**src/adcpo_pkg.sv**
```systemverilog
// Constants and carrier types for the converter parallel output interface.
package adcpo_pkg;

  // ---------------------------------------------------------------------------
  // Widths and depths
  // ---------------------------------------------------------------------------
  localparam int SAMPLE_BITS = 8;
  localparam int FIFO_DEPTH  = 8;
  localparam int SYNC_STAGES = 3;

  // ---------------------------------------------------------------------------
  // Timing
  // ---------------------------------------------------------------------------
  localparam int CLK_PERIOD_PS     = 8000;
  localparam int CONV_MAX_RATE_KSPS = 42000;
  // Shortest legal conversion clock period, in picoseconds (rounded down).
  localparam int CONV_MIN_PERIOD_PS = 1000000000 / CONV_MAX_RATE_KSPS;
  // Whole system cycles that a legal conversion period always spans (rounded down).
  localparam int CONV_MIN_CYCLES_I  = (CONV_MIN_PERIOD_PS / CLK_PERIOD_PS < 1) ? 1 :
                                      CONV_MIN_PERIOD_PS / CLK_PERIOD_PS;
  localparam int GAP_CNT_BITS       = 4;
  localparam logic [GAP_CNT_BITS-1:0] CONV_MIN_CYCLES = GAP_CNT_BITS'(CONV_MIN_CYCLES_I);
  localparam logic [GAP_CNT_BITS-1:0] GAP_CNT_MAX     = 4'hF;

  // ---------------------------------------------------------------------------
  // Reset values
  // ---------------------------------------------------------------------------
  localparam logic [SAMPLE_BITS-1:0] SAMPLE_RST = 8'h00;
  localparam logic                   OE_RST     = 1'b0;
  localparam logic                   SLEEP_RST  = 1'b1;

  // ---------------------------------------------------------------------------
  // Carrier types
  // ---------------------------------------------------------------------------
  // Control pins, as seen from outside the clock domain.
  typedef struct packed {
    logic conv_clk;
    logic oe_n;
    logic sleep_request;
  } adcpo_ctl_s;

  localparam adcpo_ctl_s CTL_RST = '{conv_clk: 1'b0, oe_n: 1'b1, sleep_request: 1'b1};

  // Parallel sample word pins: level and drive enable.
  typedef struct packed {
    logic                   oe;
    logic [SAMPLE_BITS-1:0] data;
  } adcpo_word_s;

  typedef enum logic {
    ADCPO_SLEEP,
    ADCPO_RUN
  } adcpo_mode_e;

endpackage : adcpo_pkg

```
**src/adcpo_fifo.sv**
```systemverilog
// Flip-flop FIFO carrying samples from the sampling edge to the output edge.
`timescale 1ns/1ps
module adcpo_fifo
  import adcpo_pkg::*;
#(
  parameter int WIDTH = SAMPLE_BITS,
  parameter int DEPTH = FIFO_DEPTH
) (
  // Clock and reset
  input  wire logic             clk,
  input  wire logic             rst,
  input  wire logic             flush,
  // Fill side
  input  wire logic             in_valid,
  output logic                  in_ready,
  input  wire logic [WIDTH-1:0] in_data,
  // Drain side
  output logic                  out_valid,
  input  wire logic             out_ready,
  output logic      [WIDTH-1:0] out_data
);

  localparam int AW = $clog2(DEPTH);

  if (DEPTH < 2 || (1 << AW) != DEPTH || WIDTH < 1) begin : g_bad_param
    $error("adcpo_fifo: DEPTH must be a power of two of at least 2");
  end

  logic [WIDTH-1:0] mem_r [DEPTH];
  logic [AW-1:0]    wr_idx_r;
  logic [AW-1:0]    rd_idx_r;
  logic [AW:0]      count_r;
  logic             push;
  logic             pop;

  assign in_ready  = (count_r != (AW+1)'(DEPTH));
  assign out_valid = (count_r != '0);
  assign out_data  = mem_r[rd_idx_r];
  assign push      = in_valid && in_ready;
  assign pop       = out_valid && out_ready;

  always_ff @(posedge clk) begin
    if (push) begin
      mem_r[wr_idx_r] <= in_data;
    end
  end

  always_ff @(posedge clk or posedge rst) begin
    if (rst) begin
      wr_idx_r <= '0;
      rd_idx_r <= '0;
      count_r  <= '0;
    end else if (flush) begin
      wr_idx_r <= '0;
      rd_idx_r <= '0;
      count_r  <= '0;
    end else begin
      if (push) begin
        wr_idx_r <= wr_idx_r + 1'b1;
      end
      if (pop) begin
        rd_idx_r <= rd_idx_r + 1'b1;
      end
      if (push && !pop) begin
        count_r <= count_r + 1'b1;
      end else if (pop && !push) begin
        count_r <= count_r - 1'b1;
      end
    end
  end

endmodule : adcpo_fifo

```
**src/adcpo_core.sv**
```systemverilog
// Device-side digital logic of the converter: sampling, output word and sleep.
//
// Overview of operation
// Sample the analog input on each falling edge of the conversion clock; a full queue drops the new sample instead.
// Present a new result on the sample word after each conversion clock rise; while the output enable is high the word holds and results stay queued.
// Drive every sample word bit while the active-low output enable is low.
// Release every sample word bit while the active-low output enable is high.
// Sleep request high suspends conversion and enters power-down mode.
// Sleep request low runs normal conversion.
// Each result is an unsigned straight binary 8-bit code.
// Bit zero carries the least significant bit, bit seven the most.
// The conversion clock must not exceed 42 MSPS.
// The receiver takes one word per conversion clock cycle after the rise.
`timescale 1ns/1ps
module adcpo_core
  import adcpo_pkg::*;
#(
  parameter int DEPTH = FIFO_DEPTH
) (
  // Clock and reset
  input  wire logic                   clk,
  input  wire logic                   rst,
  // Control pins from the capture logic
  input  wire logic                   conv_clk,
  input  wire logic                   oe_n,
  input  wire logic                   sleep_request,
  // Digitised front end level
  input  wire logic [SAMPLE_BITS-1:0] analog_input,
  // Parallel sample word pins
  output logic      [SAMPLE_BITS-1:0] sample_word,
  output logic                        sample_word_oe,
  // Status
  output logic                        sleep_active,
  output logic                        conv_overrate
);

  // The queue serves only power-of-two depths of at least two.
  if (DEPTH < 2 || (DEPTH & (DEPTH - 1)) != 0) begin : g_bad_depth
    $error("adcpo_core: DEPTH must be a power of two of at least 2");
  end

  // ---------------------------------------------------------------------------
  // Pin synchronisers
  // ---------------------------------------------------------------------------
  adcpo_ctl_s             ctl_s1_r;
  adcpo_ctl_s             ctl_s2_r;
  adcpo_ctl_s             ctl_s3_r;
  adcpo_ctl_s             ctl_lvl_r;
  adcpo_ctl_s             ctl_lvl_nxt;
  adcpo_ctl_s             ctl_agree;
  logic [SAMPLE_BITS-1:0] ain_s1_r;
  logic [SAMPLE_BITS-1:0] ain_s2_r;
  logic [SAMPLE_BITS-1:0] ain_s3_r;

  always_ff @(posedge clk or posedge rst) begin
    if (rst) begin
      ctl_s1_r <= CTL_RST;
      ctl_s2_r <= CTL_RST;
      ctl_s3_r <= CTL_RST;
    end else begin
      ctl_s1_r <= '{conv_clk: conv_clk, oe_n: oe_n, sleep_request: sleep_request};
      ctl_s2_r <= ctl_s1_r;
      ctl_s3_r <= ctl_s2_r;
    end
  end

  always_ff @(posedge clk or posedge rst) begin
    if (rst) begin
      ain_s1_r <= SAMPLE_RST;
      ain_s2_r <= SAMPLE_RST;
      ain_s3_r <= SAMPLE_RST;
    end else begin
      ain_s1_r <= analog_input;
      ain_s2_r <= ain_s1_r;
      ain_s3_r <= ain_s2_r;
    end
  end

  // A pin level is accepted only once the second and third stages agree.
  assign ctl_agree   = ~(ctl_s2_r ^ ctl_s3_r);
  assign ctl_lvl_nxt = (ctl_s3_r & ctl_agree) | (ctl_lvl_r & ~ctl_agree);

  always_ff @(posedge clk or posedge rst) begin
    if (rst) begin
      ctl_lvl_r <= CTL_RST;
    end else begin
      ctl_lvl_r <= ctl_lvl_nxt;
    end
  end

  logic conv_fall;
  logic conv_rise;

  assign conv_fall = ctl_lvl_r.conv_clk && !ctl_lvl_nxt.conv_clk;
  assign conv_rise = !ctl_lvl_r.conv_clk && ctl_lvl_nxt.conv_clk;

  // ---------------------------------------------------------------------------
  // Mode control
  // ---------------------------------------------------------------------------
  adcpo_mode_e mode_r;
  adcpo_mode_e mode_nxt;

  always_comb begin
    mode_nxt = mode_r;
    case (mode_r)
      ADCPO_SLEEP: begin
        // Normal operation resumes.
        if (!ctl_lvl_r.sleep_request) begin
          mode_nxt = ADCPO_RUN;
        end
      end
      ADCPO_RUN: begin
        // Power-down entry.
        if (ctl_lvl_r.sleep_request) begin
          mode_nxt = ADCPO_SLEEP;
        end
      end
      default: begin
        mode_nxt = ADCPO_SLEEP;
      end
    endcase
  end

  always_ff @(posedge clk or posedge rst) begin
    if (rst) begin
      mode_r <= ADCPO_SLEEP;
    end else begin
      mode_r <= mode_nxt;
    end
  end

  always_ff @(posedge clk or posedge rst) begin
    if (rst) begin
      sleep_active <= SLEEP_RST;
    end else begin
      sleep_active <= (mode_nxt == ADCPO_SLEEP);
    end
  end

  // ---------------------------------------------------------------------------
  // Sample path
  // ---------------------------------------------------------------------------
  logic                   running;
  logic                   take_sample;
  logic                   fifo_in_ready;
  logic                   fifo_out_valid;
  logic                   fifo_out_ready;
  logic [SAMPLE_BITS-1:0] fifo_out_data;
  logic                   drive_on;

  assign running  = (mode_r == ADCPO_RUN);
  assign drive_on = !ctl_lvl_r.oe_n;

  // Capture on the falling conversion edge.
  // The code is stored unsigned, straight binary.
  assign take_sample = running && conv_fall;

  // Release the oldest result on the rising conversion edge while the pins are driven.
  assign fifo_out_ready = running && conv_rise && drive_on;

  // Samples stay queued while the pins are released; a full queue drops new samples.
  adcpo_fifo #(
    .WIDTH (SAMPLE_BITS),
    .DEPTH (DEPTH)
  ) u_fifo (
    .clk       (clk),
    .rst       (rst),
    .flush     (!running),
    .in_valid  (take_sample),
    .in_ready  (fifo_in_ready),
    .in_data   (ain_s3_r),
    .out_valid (fifo_out_valid),
    .out_ready (fifo_out_ready),
    .out_data  (fifo_out_data)
  );

  // ---------------------------------------------------------------------------
  // Output pins
  // ---------------------------------------------------------------------------
  adcpo_word_s word_r;

  always_ff @(posedge clk or posedge rst) begin
    if (rst) begin
      word_r.data <= SAMPLE_RST;
    end else if (fifo_out_ready && fifo_out_valid) begin
      // Bit zero is the least significant bit.
      word_r.data <= fifo_out_data;
    end
  end

  always_ff @(posedge clk or posedge rst) begin
    if (rst) begin
      word_r.oe <= OE_RST;
    end else begin
      // Drive while enabled.
      // Release while disabled.
      word_r.oe <= !ctl_lvl_nxt.oe_n;
    end
  end

  assign sample_word    = word_r.data;
  assign sample_word_oe = word_r.oe;

  // ---------------------------------------------------------------------------
  // Conversion rate monitor
  // ---------------------------------------------------------------------------
  logic [GAP_CNT_BITS-1:0] gap_cnt_r;
  logic                    seen_fall_r;

  always_ff @(posedge clk or posedge rst) begin
    if (rst) begin
      gap_cnt_r   <= '0;
      seen_fall_r <= 1'b0;
    end else if (!running) begin
      gap_cnt_r   <= '0;
      seen_fall_r <= 1'b0;
    end else if (conv_fall) begin
      gap_cnt_r   <= '0;
      seen_fall_r <= 1'b1;
    end else if (gap_cnt_r != GAP_CNT_MAX) begin
      gap_cnt_r <= gap_cnt_r + 1'b1;
    end
  end

  // Flag falling edges fewer than CONV_MIN_CYCLES system cycles apart.
  always_ff @(posedge clk or posedge rst) begin
    if (rst) begin
      conv_overrate <= 1'b0;
    end else if (running && conv_fall && seen_fall_r &&
                 gap_cnt_r < (CONV_MIN_CYCLES - 4'h1)) begin
      conv_overrate <= 1'b1;
    end
  end

endmodule : adcpo_core

```
**config.mk**
```make
export PLATFORM = sky130hd
export DESIGN_NAME = adcpo_core
export DESIGN_NICKNAME = d
export VERILOG_FILES = /design/src/adcpo_pkg.sv /design/src/adcpo_fifo.sv /design/src/adcpo_core.sv
export SDC_FILE = /design/constraint.sdc
export NUM_CORES = 1
export LEC_CHECK = 0
export ABC_AREA = 1
export ABC_CLOCK_PERIOD_IN_PS = 2000
export BUFFER_PORTS_ARGS = -buffer_cell sky130_fd_sc_hd__buf_4
export CELL_PAD_IN_SITES_DETAIL_PLACEMENT = 2
export CELL_PAD_IN_SITES_GLOBAL_PLACEMENT = 2
export CORE_ASPECT_RATIO = 2
export CORE_UTILIZATION = 38
export CTS_CLUSTER_DIAMETER = 30
export DETAILED_ROUTE_END_ITERATION = 6
export PLACE_DENSITY_LB_ADDON = 0.12
export SKIP_LAST_GASP = 1
export SLEW_MARGIN = 25
export SYNTH_ARGS = -nofsm -noshare
export SYNTH_HDL_FRONTEND = slang
export SYNTH_SLANG_ARGS = --single-unit
```
**constraint.sdc**
```tcl
create_clock -name clk -period 2 [get_ports clk]
set_clock_uncertainty 0.15 [all_clocks]
set_input_delay 0.2 -clock clk [delete_from_list [all_inputs] [get_ports clk]]
set_output_delay 0.2 -clock clk [all_outputs]
set_load 0.005 [all_outputs]
```
==> results.txt, run 1 <==
----------------------------------------------------
[Outcome]
  Run status ... complete, no violations

[Setup path]
  Setup Crit Path Kind ... reg2reg
  Required time at the worst-slack endpoint ... 2.15 ns
  Sort of element at the end of the critical path ... flop
  CP startpoint kind ... flop
  Data arrival, critical path ... 2.09 ns
  Worst Path Max Fanout ... 3

[STA]
  Final setup violating endpoints ... 0
  Slew at the pin with the worst max-slew slack ... 0.412 ns
  Max frequency ... 515 MHz
  Pins Over Slew Limit ... 0
  Clock period minus worst slack ... 1.94 ns
  RSZ-0062 raised after global routing ... true
  Setup slack of the critical path after layout ... 0.0566 ns
  Worst slew margin relative to its limit ... 0.725
  Hold Fails Final Rpt ... 0
  Final worst path period share ... 0.972

[Floorplanning]
  Die outline area ... 0.0133 sq mm
  I/O pin count ... 24
  Overall die height ... 162 um
  Die width ... 82.2 um
  Starting density of the core ... 0.389
  Core ar. ... 0.0126 sq mm
  Rows ... 58

[Cells and area]
  ANT cells ... 0
  Fraction of layout cells with a size suffix above 1 ... 0.262
  Non-Filler Instances ... 624
  Layout area overhead ... 26.4%
  Core Util, Final ... 0.492
  Nets ... 481

[Yosys]
  Synthesized area per cell ... 12.5 sq um
  Warnings from Yosys ... 0
  Most area-consuming cells after synthesis ... sky130_fd_sc_hd__edfxtp_1 39%, sky130_fd_sc_hd__dfrtp_1 28%, sky130_fd_sc_hd__nor2_1 5.4%, sky130_fd_sc_hd__dfstp_2 4.8%, sky130_fd_sc_hd__o21ai_1 3.6%
  Library cells used by synthesis ... 37
  Sequential share of the synthesized area ... 0.718
  Area share of the largest cell type after synthesis ... 0.393
  Share of synthesized registers carrying an async set or reset ... 0.496
  Cell taking the most area after synthesis ... sky130_fd_sc_hd__edfxtp_1
  Count of flip-flops with a built-in enable after synthesis ... 64
  Count of mapped cells out of synthesis ... 390
  Top flip-flop cell by instance count after synthesis ... sky130_fd_sc_hd__edfxtp_1
  Post-synthesis sequential element count ... 127
  Nets in the synthesized netlist ... 410
  Area of the mapped netlist ... 0.00489 sq mm

[Place]
  Port bufs ... 23
  HPWL after DPL ... 8460 um
  Global placer's final weighted congestion ... 0.794
  Pre-CTS WS ... -0.0204 ns
  Placed cell count ... 574

[Routing]
  Final routed wire length divided by cell count ... 20.3 um
  First-pass detailed-route iteration total ... 6
  Iter 0 DRT Violations ... 118
  Final wirelength ... 12600 um
  Vias after detailed routing ... 3161
  Antenna Violating Nets Remaining ... 0
  Vias per cell ... 5.07
  DRC viols ... 0

[Power and ir drop]
  Switching part of the total ... 0.256
  NetSw ... 0.00179 W
  Clock group share of total power ... 0.436
  Part of the power in registers ... 0.441
  Max rail drop VDD ... 0.656 mV
  Ratio of total power to cell area ... 1130 mW/mm^2
  Overall power after layout ... 0.00699 W
  Internal Dissipation ... 0.00520 W
  Leakage power ... 2.56 nW
  Logic gate share of total power ... 0.123

[Run]
  Number of violations of the max-capacitance limit ... 0

[Clock tree]
  TritonCTS clock tree ... done
  Total number of H-tree levels ... 4
  Total CTS buffers ... 17
  Sinks on Clock Net ... 127
  Root buffer cell ... sky130_fd_sc_hd__clkbuf_16
  Max Buffers Root-to-Sink ... 2
  Clk slew on worst S/H paths ... 0.06 ns
  Clock insertion delay at the later pin of the skew report ... 0.42 ns

[Global routing]
  Via count of the first global-routing pass ... 3558
  Global-route total usage across every layer ... 0.217
  Maximum number of pins on one net before global-route repair ... 34
  Total overflow reported by the global router ... 0
  Wire length of the first global-routing pass ... 19800 um
  Initial antenna violation count ... 0

[Worst hold path]
  Classification of the worst-slack hold path ... in2async

----------------------------------------------------
kinds of logic after synthesis:
group,share of synthesized area
xor+xnor,0.00538
flops,0.718
simple gates,0.160
compound gates,0.0535
buf+inv,0.0415
fa+ha+maj,0.0215
through the flow:
stage               cell area [sq um]  hold WS (ns)  setup TNS (ns)
detailed placement               5400        0.0756         -0.0204
finish                           6180         0.192               0
global route                     6180         0.202          -0.166
floorplan                        4890        0.0545               0
CTS                              6110         0.191               0
global placement                 5400        0.0592               0
timing repair:
item                                   CTS  global route
hold buffers                            12             0
endpoints found under the hold margin   56             0
gates cloned                             0             0
gates resized for setup                  1             3
setup endpoints to repair                1             2
setup buffers                            0             6
pin swaps                                0             7
placed cells by master (no fill, tap or decap), types with 2 or more instances in the layout:
master	n
sky130_fd_sc_hd__buf_4	48
sky130_fd_sc_hd__nor3_1	5
sky130_fd_sc_hd__edfxtp_1	64
sky130_fd_sc_hd__inv_1	14
sky130_fd_sc_hd__nor2_2	9
sky130_fd_sc_hd__xor2_1	2
sky130_fd_sc_hd__buf_12	6
sky130_fd_sc_hd__dfstp_2	9
sky130_fd_sc_hd__o21ai_1	35
sky130_fd_sc_hd__nand3_2	2
sky130_fd_sc_hd__dlygate4sd3_1	12
sky130_fd_sc_hd__nand2_1	40
sky130_fd_sc_hd__nor2_1	70
sky130_fd_sc_hd__clkbuf_16	18
sky130_fd_sc_hd__dfrtp_1	54
sky130_fd_sc_hd__nand3_1	33
sky130_fd_sc_hd__a21oi_2	2
sky130_fd_sc_hd__inv_6	3
sky130_fd_sc_hd__o21ai_0	3
sky130_fd_sc_hd__clkinvlp_4	3
sky130_fd_sc_hd__a21oi_1	2
sky130_fd_sc_hd__ha_1	5
sky130_fd_sc_hd__nand2_2	3
sky130_fd_sc_hd__clkinv_4	4
sky130_fd_sc_hd__nor3b_1	2
sky130_fd_sc_hd__inv_2	6
cells in the mapped netlist, drive strengths merged, types with 2 or more instances:
cell,instances
nor3,5
ha,6
buf,14
dfstp,9
nor3b,2
o21ai,39
nand3,36
dfrtp,54
a21oi,4
nand2,45
edfxtp,64
inv,21
nor2,80
xor2,2
critical path, cell delays in order, from the launching register on:
cell and delay [ns]:
sky130_fd_sc_hd__dfrtp_1 0.39, sky130_fd_sc_hd__nor2_2 0.14, sky130_fd_sc_hd__nand2_2 0.11, sky130_fd_sc_hd__nor2_8 0.16, sky130_fd_sc_hd__nand2_8 0.07, sky130_fd_sc_hd__ha_4 0.28
sky130_fd_sc_hd__nand3_1 0.11, sky130_fd_sc_hd__nand2_1 0.10, sky130_fd_sc_hd__nand2_1 0.07, sky130_fd_sc_hd__nand2_1 0.07, sky130_fd_sc_hd__nand2_1 0.05, sky130_fd_sc_hd__nand3_1 0.07
sky130_fd_sc_hd__nand2_1 0.06
final timing paths:
path                                       startpoint                             to  slack [ns]  cells after the start
worst max-delay path            ctl_s2_r[2]$_DFF_PP0_  u_fifo.count_r[3]$_DFFE_PP0P_        0.06                     12
worst min-delay path                              rst          ain_s2_r[4]$_DFF_PP0_        0.19                      3
worst max register to register  ctl_s2_r[2]$_DFF_PP0_  u_fifo.count_r[3]$_DFFE_PP0P_        0.06                     12
worst min register to register  ain_s2_r[5]$_DFF_PP0_          ain_s3_r[5]$_DFF_PP0_        0.19                      0
max in group asynchronous                         rst          ctl_s2_r[1]$_DFF_PP1_        0.86                      4
min in group clk                ain_s2_r[5]$_DFF_PP0_          ain_s3_r[5]$_DFF_PP0_        0.19                      0
final cells by class:
cell class / count / area, sq um
Fill cell: 1244 / 6380
Sequential cell: 127 / 3510
Multi-Input combinational cell: 227 / 1190
Timing Repair Buffer: 66 / 601
Clock buffer: 20 / 468
Tap cell: 150 / 188
Clock inverter: 12 / 125
Inverter: 22 / 95.1
registers in the layout, indices dropped and copies added (netlist names), 2 cells and up, named ones only:
register	count
u_fifo.count_r	4
u_fifo.mem_r	64
u_fifo.wr_idx_r	3
ain_s1_r	8
ain_s3_r	8
ctl_s1_r	3
u_fifo.rd_idx_r	3
gap_cnt_r	4
ctl_lvl_r	2
sample_word	8
ain_s2_r	8
ctl_s2_r	3
ctl_s3_r	3
routing by layer:
metal / vias to the layer above / part of all wire / GRT usage
li1: 1460 / - / -
met4: 0 / 0.046 / 0.128
met5: - / 0 / 0
met3: 29 / 0.020 / 0.0493
met1: 1626 / 0.36 / 0.221
met2: 46 / 0.58 / 0.385
power groups by stage:
| stage | sequential [W] | clock [W] | combinational [W] |
|---|---|---|---|
| 6_report | 0.00309 | 0.00305 | 0.000858 |
| 5_1_grt | 0.00311 | 0.00322 | 0.000959 |
| 4_1_cts | 0.00309 | 0.00312 | 0.000850 |
| 3_5_place_dp | 0.00314 | 0 | 0.000819 |
| 3_3_place_gp | 0.00312 | 0 | 0.000779 |
| 2_1_floorplan | 0.00311 | 0 | 0.000440 |
Note: power is estimated with default switching activity, not from simulation.
==> run 2: changes to the inputs <==
Settings changed: MAX_ROUTING_LAYER set to met4, REMOVE_ABC_BUFFERS set to 1.
==> results.txt, run 2 (synthesis gave the netlist of run 1 again) <==
----------------------------------------------------
[Routing]
  Iter 0 DRT Violations ... 74
  Final routed wire length divided by cell count ... 21.6 um
  Antenna Violating Nets Remaining ... 0
  Top layer used by detailed routing ... met4
  Vias after detailed routing ... 3235
  Vias per cell ... 5.22
  Met1 Routed Length ... 4480 um
  DRC viols ... 0
  Detailed-routed wire length on met2 ... 8030 um
  First-pass detailed-route iteration total ... 4
  Met3 routed wirelength ... 289 um
  Final wirelength ... 13400 um

[Clock tree]
  Clock insertion delay at the later pin of the skew report ... 0.43 ns
  Clk slew on worst S/H paths ... 0.06 ns
  Total CTS buffers ... 17
  Total number of H-tree levels ... 4
  Max Buffers Root-to-Sink ... 2
  Sinks on Clock Net ... 127
  Root buffer cell ... sky130_fd_sc_hd__clkbuf_16
  TritonCTS clock tree ... done

[Setup path]
  Data arrival, critical path ... 2.22 ns
  Worst reg2reg setup slack ... -0.03 ns
  Worst Reg2Reg Path Length in Cells ... 10
  Beginning of the worst register-to-register path ... ctl_s2_r[2]$_DFF_PP0_
  RR Endpoint ... u_fifo.count_r[1]$_DFFE_PP0P_
  CP startpoint kind ... flop
  Setup Crit Path Kind ... reg2reg
  Required time at the worst-slack endpoint ... 2.20 ns
  Sort of element at the end of the critical path ... flop
  Worst Path Max Fanout ... 7

[STA]
  Hold Fails Final Rpt ... 0
  Clock period minus worst slack ... 2.03 ns
  RSZ-0062 raised after global routing ... true
  Final setup violating endpoints ... 1
  Total Neg Setup Slack ... -0.0255 ns
  Worst slew margin relative to its limit ... 0.589
  Slew at the pin with the worst max-slew slack ... 0.615 ns
  Setup slack of the critical path after layout ... -0.0255 ns
  Pins Over Slew Limit ... 0
  Max frequency ... 494 MHz
  Final worst path period share ... 1.01
  WHS ... 0.195 ns

[Floorplanning]
  Overall die height ... 162 um
  Die outline area ... 0.0133 sq mm
  Core ar. ... 0.0126 sq mm
  Starting density of the core ... 0.389
  Die width ... 82.2 um
  Rows ... 58
  I/O pin count ... 24

[Cells and area]
  Non-Filler Instances ... 620
  Core Util, Final ... 0.489
  Area of combinational cells with multiple inputs ... 0.00123 sq mm
  Fraction of layout cells with a size suffix above 1 ... 0.262
  Commonest cells after routing, fill and taps aside ... 70 x sky130_fd_sc_hd__nor2_1, 64 x sky130_fd_sc_hd__edfxtp_1, 54 x sky130_fd_sc_hd__dfrtp_1
  Nets ... 477
  Max FFs per register ... 64
  Commonest non-fill, non-tap cell in the layout ... sky130_fd_sc_hd__nor2_1
  ANT cells ... 0
  Layout area overhead ... 25.7%
  Fill cell count ... 1250
  Register Area ... 0.00351 sq mm
  Register name with the most flops ... u_fifo.mem_r

[Worst hold path]
  Hold path depth ... 0
  Classification of the worst-slack hold path ... reg2reg
  Hold Path End ... ain_s2_r[1]$_DFF_PP0_
  Start point of the worst hold path ... ain_s1_r[1]$_DFF_PP0_

[Power and ir drop]
  Logic gate share of total power ... 0.126
  Part of the power in registers ... 0.442
  NetSw ... 0.00191 W
  Ratio of total power to cell area ... 1140 mW/mm^2
  Clock group share of total power ... 0.431
  Internal Dissipation ... 0.00511 W
  Leakage power ... 2.54 nW
  Switching part of the total ... 0.272
  Max rail drop VDD ... 0.698 mV

[Place]
  Port bufs ... 23
  Pre-CTS WS ... -0.0409 ns
  HPWL after DPL ... 8730 um
  Placed cell count ... 570
  Global placer's final weighted congestion ... 0.809

[Outcome]
  Violations in the final reports ... negative setup slack
  Run status ... finished with violations

[Global routing]
  Initial antenna violation count ... 0
  Wire length of the first global-routing pass ... 20900 um
  Via count of the first global-routing pass ... 3818
  Global-route total usage across every layer ... 0.235
  Maximum number of pins on one net before global-route repair ... 41
  Total overflow reported by the global router ... 0

[Run]
  Number of violations of the max-capacitance limit ... 0

----------------------------------------------------
run 2: cell types whose count changed in the layout (fill, tap and decap cells not counted), sizes merged:
cell      previous run  this run
buf                 54        50
bufinv               1         0
clkbuf              20        19
inv                 24        26
clkinv               6         8
clkinvlp             3         1
run 2: metal layers:
metal,global-route usage,vias up
met5,-,-
met4,0.120,0
met3,0.0515,36
li1,-,1458
met2,0.421,52
met1,0.226,1689
run 2: power by group through the flow:
stage | clock (W) | sequential (W) | combinational [W]
3_3_place_gp | 0 | 0.00314 | 0.000740
2_1_floorplan | 0 | 0.00312 | 0.000410
3_5_place_dp | 0 | 0.00315 | 0.000790
6_report | 0.00303 | 0.00310 | 0.000886
5_1_grt | 0.00317 | 0.00313 | 0.000985
4_1_cts | 0.00310 | 0.00310 | 0.000839
run 2: per-stage QoR:
step / instance area [sq um] / power (W)
6_report: 6140 / 0.00702
5_1_grt: 6140 / 0.00728
4_1_cts: 6040 / 0.00704
3_5_place_dp: 5330 / 0.00394
3_3_place_gp: 5330 / 0.00388
2_1_floorplan: 4770 / 0.00353
run 2: worst max-delay path by stage:
stage	start	end	slack, ns	cells past startpoint
2_1_floorplan	mode_r$_DFF_PP0_	u_fifo.mem_r[1][0]$_DFFE_PP_	-0.12	4
3_3_place_gp	ctl_s3_r[2]$_DFF_PP0_	u_fifo.count_r[3]$_DFFE_PP0P_	0.08	11
5_1_grt	ctl_s2_r[2]$_DFF_PP0_	u_fifo.count_r[1]$_DFFE_PP0P_	-0.12	10
4_1_cts	ctl_s3_r[2]$_DFF_PP0_	u_fifo.count_r[3]$_DFFE_PP0P_	-0.03	11
3_5_place_dp	ctl_s2_r[2]$_DFF_PP0_	u_fifo.count_r[3]$_DFFE_PP0P_	-0.04	11
6_report	ctl_s2_r[2]$_DFF_PP0_	u_fifo.count_r[1]$_DFFE_PP0P_	-0.03	10
run 2: cell type report:
class / instances / share of cell area
inverters: 22 / 0.0155
clock inverters: 13 / 0.0163
well taps: 150 / 0.0306
repair buffers: 62 / 0.0892
multi-input cells: 227 / 0.200
clock buffers: 19 / 0.0774
flip-flops and latches: 127 / 0.571
run 2: what timing repair did:
item | 4_1_cts | 5_1_grt
gates resized for setup | 1 | 14
endpoints found under the hold margin | 25 | 0
pin swaps | 0 | 6
setup buffers | 2 | 4
hold buffers | 12 | 0
endpoints found under the setup margin | 25 | 64
run 2: worst max-delay path, cell delays in order, from the launching register on:
cell and delay [ns]:
sky130_fd_sc_hd__dfrtp_1 0.40, sky130_fd_sc_hd__nor2_2 0.17, sky130_fd_sc_hd__nand2_2 0.12, sky130_fd_sc_hd__nor2_8 0.16
sky130_fd_sc_hd__nand2_8 0.08, sky130_fd_sc_hd__buf_8 0.14, sky130_fd_sc_hd__clkinv_8 0.05, sky130_fd_sc_hd__fa_1 0.42
sky130_fd_sc_hd__nor2_1 0.11, sky130_fd_sc_hd__nand2_1 0.06, sky130_fd_sc_hd__o21ai_1 0.07
==> run 3: changes to the inputs <==
Settings changed: CORE_UTILIZATION 38 to 40, CTS_BUF_LIST set to sky130_fd_sc_hd__clkbuf_4 sky130_fd_sc_hd__clkbuf_8.
==> results.txt, run 3 (synthesis gave the netlist of run 1 again) <==
----------------------------------------------------
[STA]
  Worst slew margin relative to its limit ... 0.746
  WHS ... 0.206 ns
  RSZ-0062 raised after global routing ... true
  Final worst path period share ... 1.02
  Setup slack of the critical path after layout ... -0.0322 ns
  Pins Over Slew Limit ... 0
  Slew at the pin with the worst max-slew slack ... 0.380 ns
  Final setup violating endpoints ... 1
  Hold Fails Final Rpt ... 0
  Max frequency ... 492 MHz
  Clock period minus worst slack ... 2.03 ns

[Routing]
  DRC viols ... 0
  Vias per cell ... 5.14
  Final wirelength ... 12600 um
  First-pass detailed-route iteration total ... 4
  Vias after detailed routing ... 3183
  Final routed wire length divided by cell count ... 20.3 um
  Antenna Violating Nets Remaining ... 0
  Iter 0 DRT Violations ... 139

[Cells and area]
  Layout area overhead ... 23.0%
  Fraction of layout cells with a size suffix above 1 ... 0.287
  Register name with the most flops ... u_fifo.mem_r
  Final instance area ... 0.00601 sq mm
  Commonest cells after routing, fill and taps aside ... 70 x sky130_fd_sc_hd__nor2_1, 64 x sky130_fd_sc_hd__edfxtp_1, 54 x sky130_fd_sc_hd__dfrtp_1
  Core Util, Final ... 0.508
  Max FFs per register ... 64
  ANT cells ... 0
  Fill cell count ... 1186
  Commonest non-fill, non-tap cell in the layout ... sky130_fd_sc_hd__nor2_1
  Register Area ... 0.00351 sq mm
  Nets ... 481
  Non-Filler Instances ... 619
  Area of combinational cells with multiple inputs ... 0.00124 sq mm

[Clock tree]
  Sinks on Clock Net ... 127
  Clock insertion delay at the later pin of the skew report ... 0.43 ns
  Max Buffers Root-to-Sink ... 2
  TritonCTS clock tree ... done
  Clk slew on worst S/H paths ... 0.09 ns
  Total CTS buffers ... 17
  Root buffer cell ... sky130_fd_sc_hd__clkbuf_8
  Total number of H-tree levels ... 4

[Setup path]
  Data arrival, critical path ... 2.26 ns
  Highest cell delay on the worst timing path ... 0.40 ns
  Cell-by-cell trace of the critical path ... nor2_2 -> nand2_2 -> nor2_8 -> nand2_8 -> ha_4 -> a21oi_4 -> nand2_2 -> nand2_2 -> nand2_2 -> nand2_2 -> nand3_2 -> nand2_1
  Setup Crit Path Kind ... reg2reg
  Slowest stage cell on the critical path ... sky130_fd_sc_hd__dfrtp_1
  Worst Path Max Fanout ... 6
  Worst Reg2Reg Path Length in Cells ... 12
  Required time at the worst-slack endpoint ... 2.23 ns
  CP startpoint kind ... flop
  Cell seen most often among critical-path stages ... sky130_fd_sc_hd__nand2_2
  Sort of element at the end of the critical path ... flop

[Floorplanning]
  Die outline area ... 0.0127 sq mm
  Overall die height ... 158 um
  Core ar. ... 0.0118 sq mm
  Starting density of the core ... 0.413
  Rows ... 56
  I/O pin count ... 24
  Die width ... 80.2 um

[Place]
  Placed cell count ... 569
  Post-placement cell area ... 0.00538 sq mm
  HPWL after DPL ... 8150 um
  Global placer's final weighted congestion ... 0.810
  Port bufs ... 23

[Run]
  Number of violations of the max-capacitance limit ... 0

[Global routing]
  Total overflow reported by the global router ... 0
  Via count of the first global-routing pass ... 3641
  Global-route total usage across every layer ... 0.227
  Wire length of the first global-routing pass ... 19400 um
  Maximum number of pins on one net before global-route repair ... 64
  Initial antenna violation count ... 0

[Power and ir drop]
  Leakage power ... 2.48 nW
  Ratio of total power to cell area ... 1050 mW/mm^2
  Max rail drop VDD ... 0.611 mV
  Overall power after layout ... 0.00630 W

[Worst hold path]
  Classification of the worst-slack hold path ... reg2reg
  Hold path depth ... 0

[Outcome]
  Run status ... finished with violations
  Violations in the final reports ... negative setup slack

----------------------------------------------------
## run 3: changes by cell type in the layout (fill, tap and decap cells not counted), moves of 3 or more
| cell | before | now |
|---|---|---|
| sky130_fd_sc_hd__clkbuf_16 | 19 | 0 |
| sky130_fd_sc_hd__clkbuf_8 | 0 | 17 |
| sky130_fd_sc_hd__buf_4 | 44 | 49 |
| sky130_fd_sc_hd__inv_6 | 2 | 6 |
| sky130_fd_sc_hd__nor2_2 | 5 | 9 |
| sky130_fd_sc_hd__nor2_4 | 4 | 0 |
| sky130_fd_sc_hd__inv_8 | 1 | 4 |
| sky130_fd_sc_hd__nand2_1 | 39 | 36 |
| sky130_fd_sc_hd__nand2_2 | 4 | 7 |
| sky130_fd_sc_hd__nand3_1 | 32 | 29 |
| sky130_fd_sc_hd__nand3_2 | 3 | 6 |
## run 3: power by group
part / switching (W) / internal, W / total, W
Clock: 0.00119 / 0.00105 / 0.00224
Combinational: 0.000539 / 0.000447 / 0.000986
Sequential: 0.000131 / 0.00294 / 0.00307
Total: 0.00186 / 0.00444 / 0.00630
## run 3: final timing paths
| check | endpoint | from | slack, ns |
|---|---|---|---|
| max in group asynchronous | ctl_s3_r[1]$_DFF_PP1_ | rst | 1.13 |
| min in group asynchronous | ain_s2_r[6]$_DFF_PP0_ | rst | 0.26 |
| setup / recovery | u_fifo.count_r[3]$_DFFE_PP0P_ | ctl_s2_r[2]$_DFF_PP0_ | -0.03 |
| hold / removal | ain_s2_r[3]$_DFF_PP0_ | ain_s1_r[3]$_DFF_PP0_ | 0.21 |
| setup reg to reg | u_fifo.count_r[3]$_DFFE_PP0P_ | ctl_s2_r[2]$_DFF_PP0_ | -0.03 |
| hold reg to reg | ain_s2_r[3]$_DFF_PP0_ | ain_s1_r[3]$_DFF_PP0_ | 0.21 |
## run 3: layout make-up
cell class | count | share of cell area
Clock buffer | 17 | 0.0389
Clock inverter | 15 | 0.0279
Inverter | 22 | 0.0146
Multi-Input combinational cell | 227 | 0.207
Sequential cell | 127 | 0.584
Tap cell | 145 | 0.0302
Timing Repair Buffer | 66 | 0.0978
## run 3: critical path: cells and delay by family, from the launching register on
family,cells,cell delay (ns)
flops,1,0.40
fa+ha+maj,1,0.27
simple gates,10,0.98
compound gates,1,0.17
## run 3: metal layers
metal / part of all wire / vias up / track usage
met5: 0 / - / -
met4: 0.023 / 0 / 0.106
met3: 0.017 / 19 / 0.0481
met2: 0.60 / 53 / 0.422
met1: 0.36 / 1649 / 0.218
li1: - / 1462 / -
## run 3: per-stage QoR
step / TNS (ns) / setup slack (ns)
2_1_floorplan: -3.84 / -0.119
3_5_place_dp: -0.0335 / -0.0335
5_1_grt: -0.510 / -0.147
6_report: -0.0322 / -0.0322
4_1_cts: -0.00875 / -0.00455
3_3_place_gp: 0 / 0.0686
## run 3: repair_timing
| action | CTS | global route |
|---|---|---|
| hold buffers | 12 | 0 |
| cloned | 0 | 0 |
| buffers inserted | 0 | 6 |
| pin swaps | 0 | 9 |
| endpoints found under the hold margin | 74 | 0 |
| resized for setup | 2 | 12 |
| setup endpoints to repair | 1 | 10 |
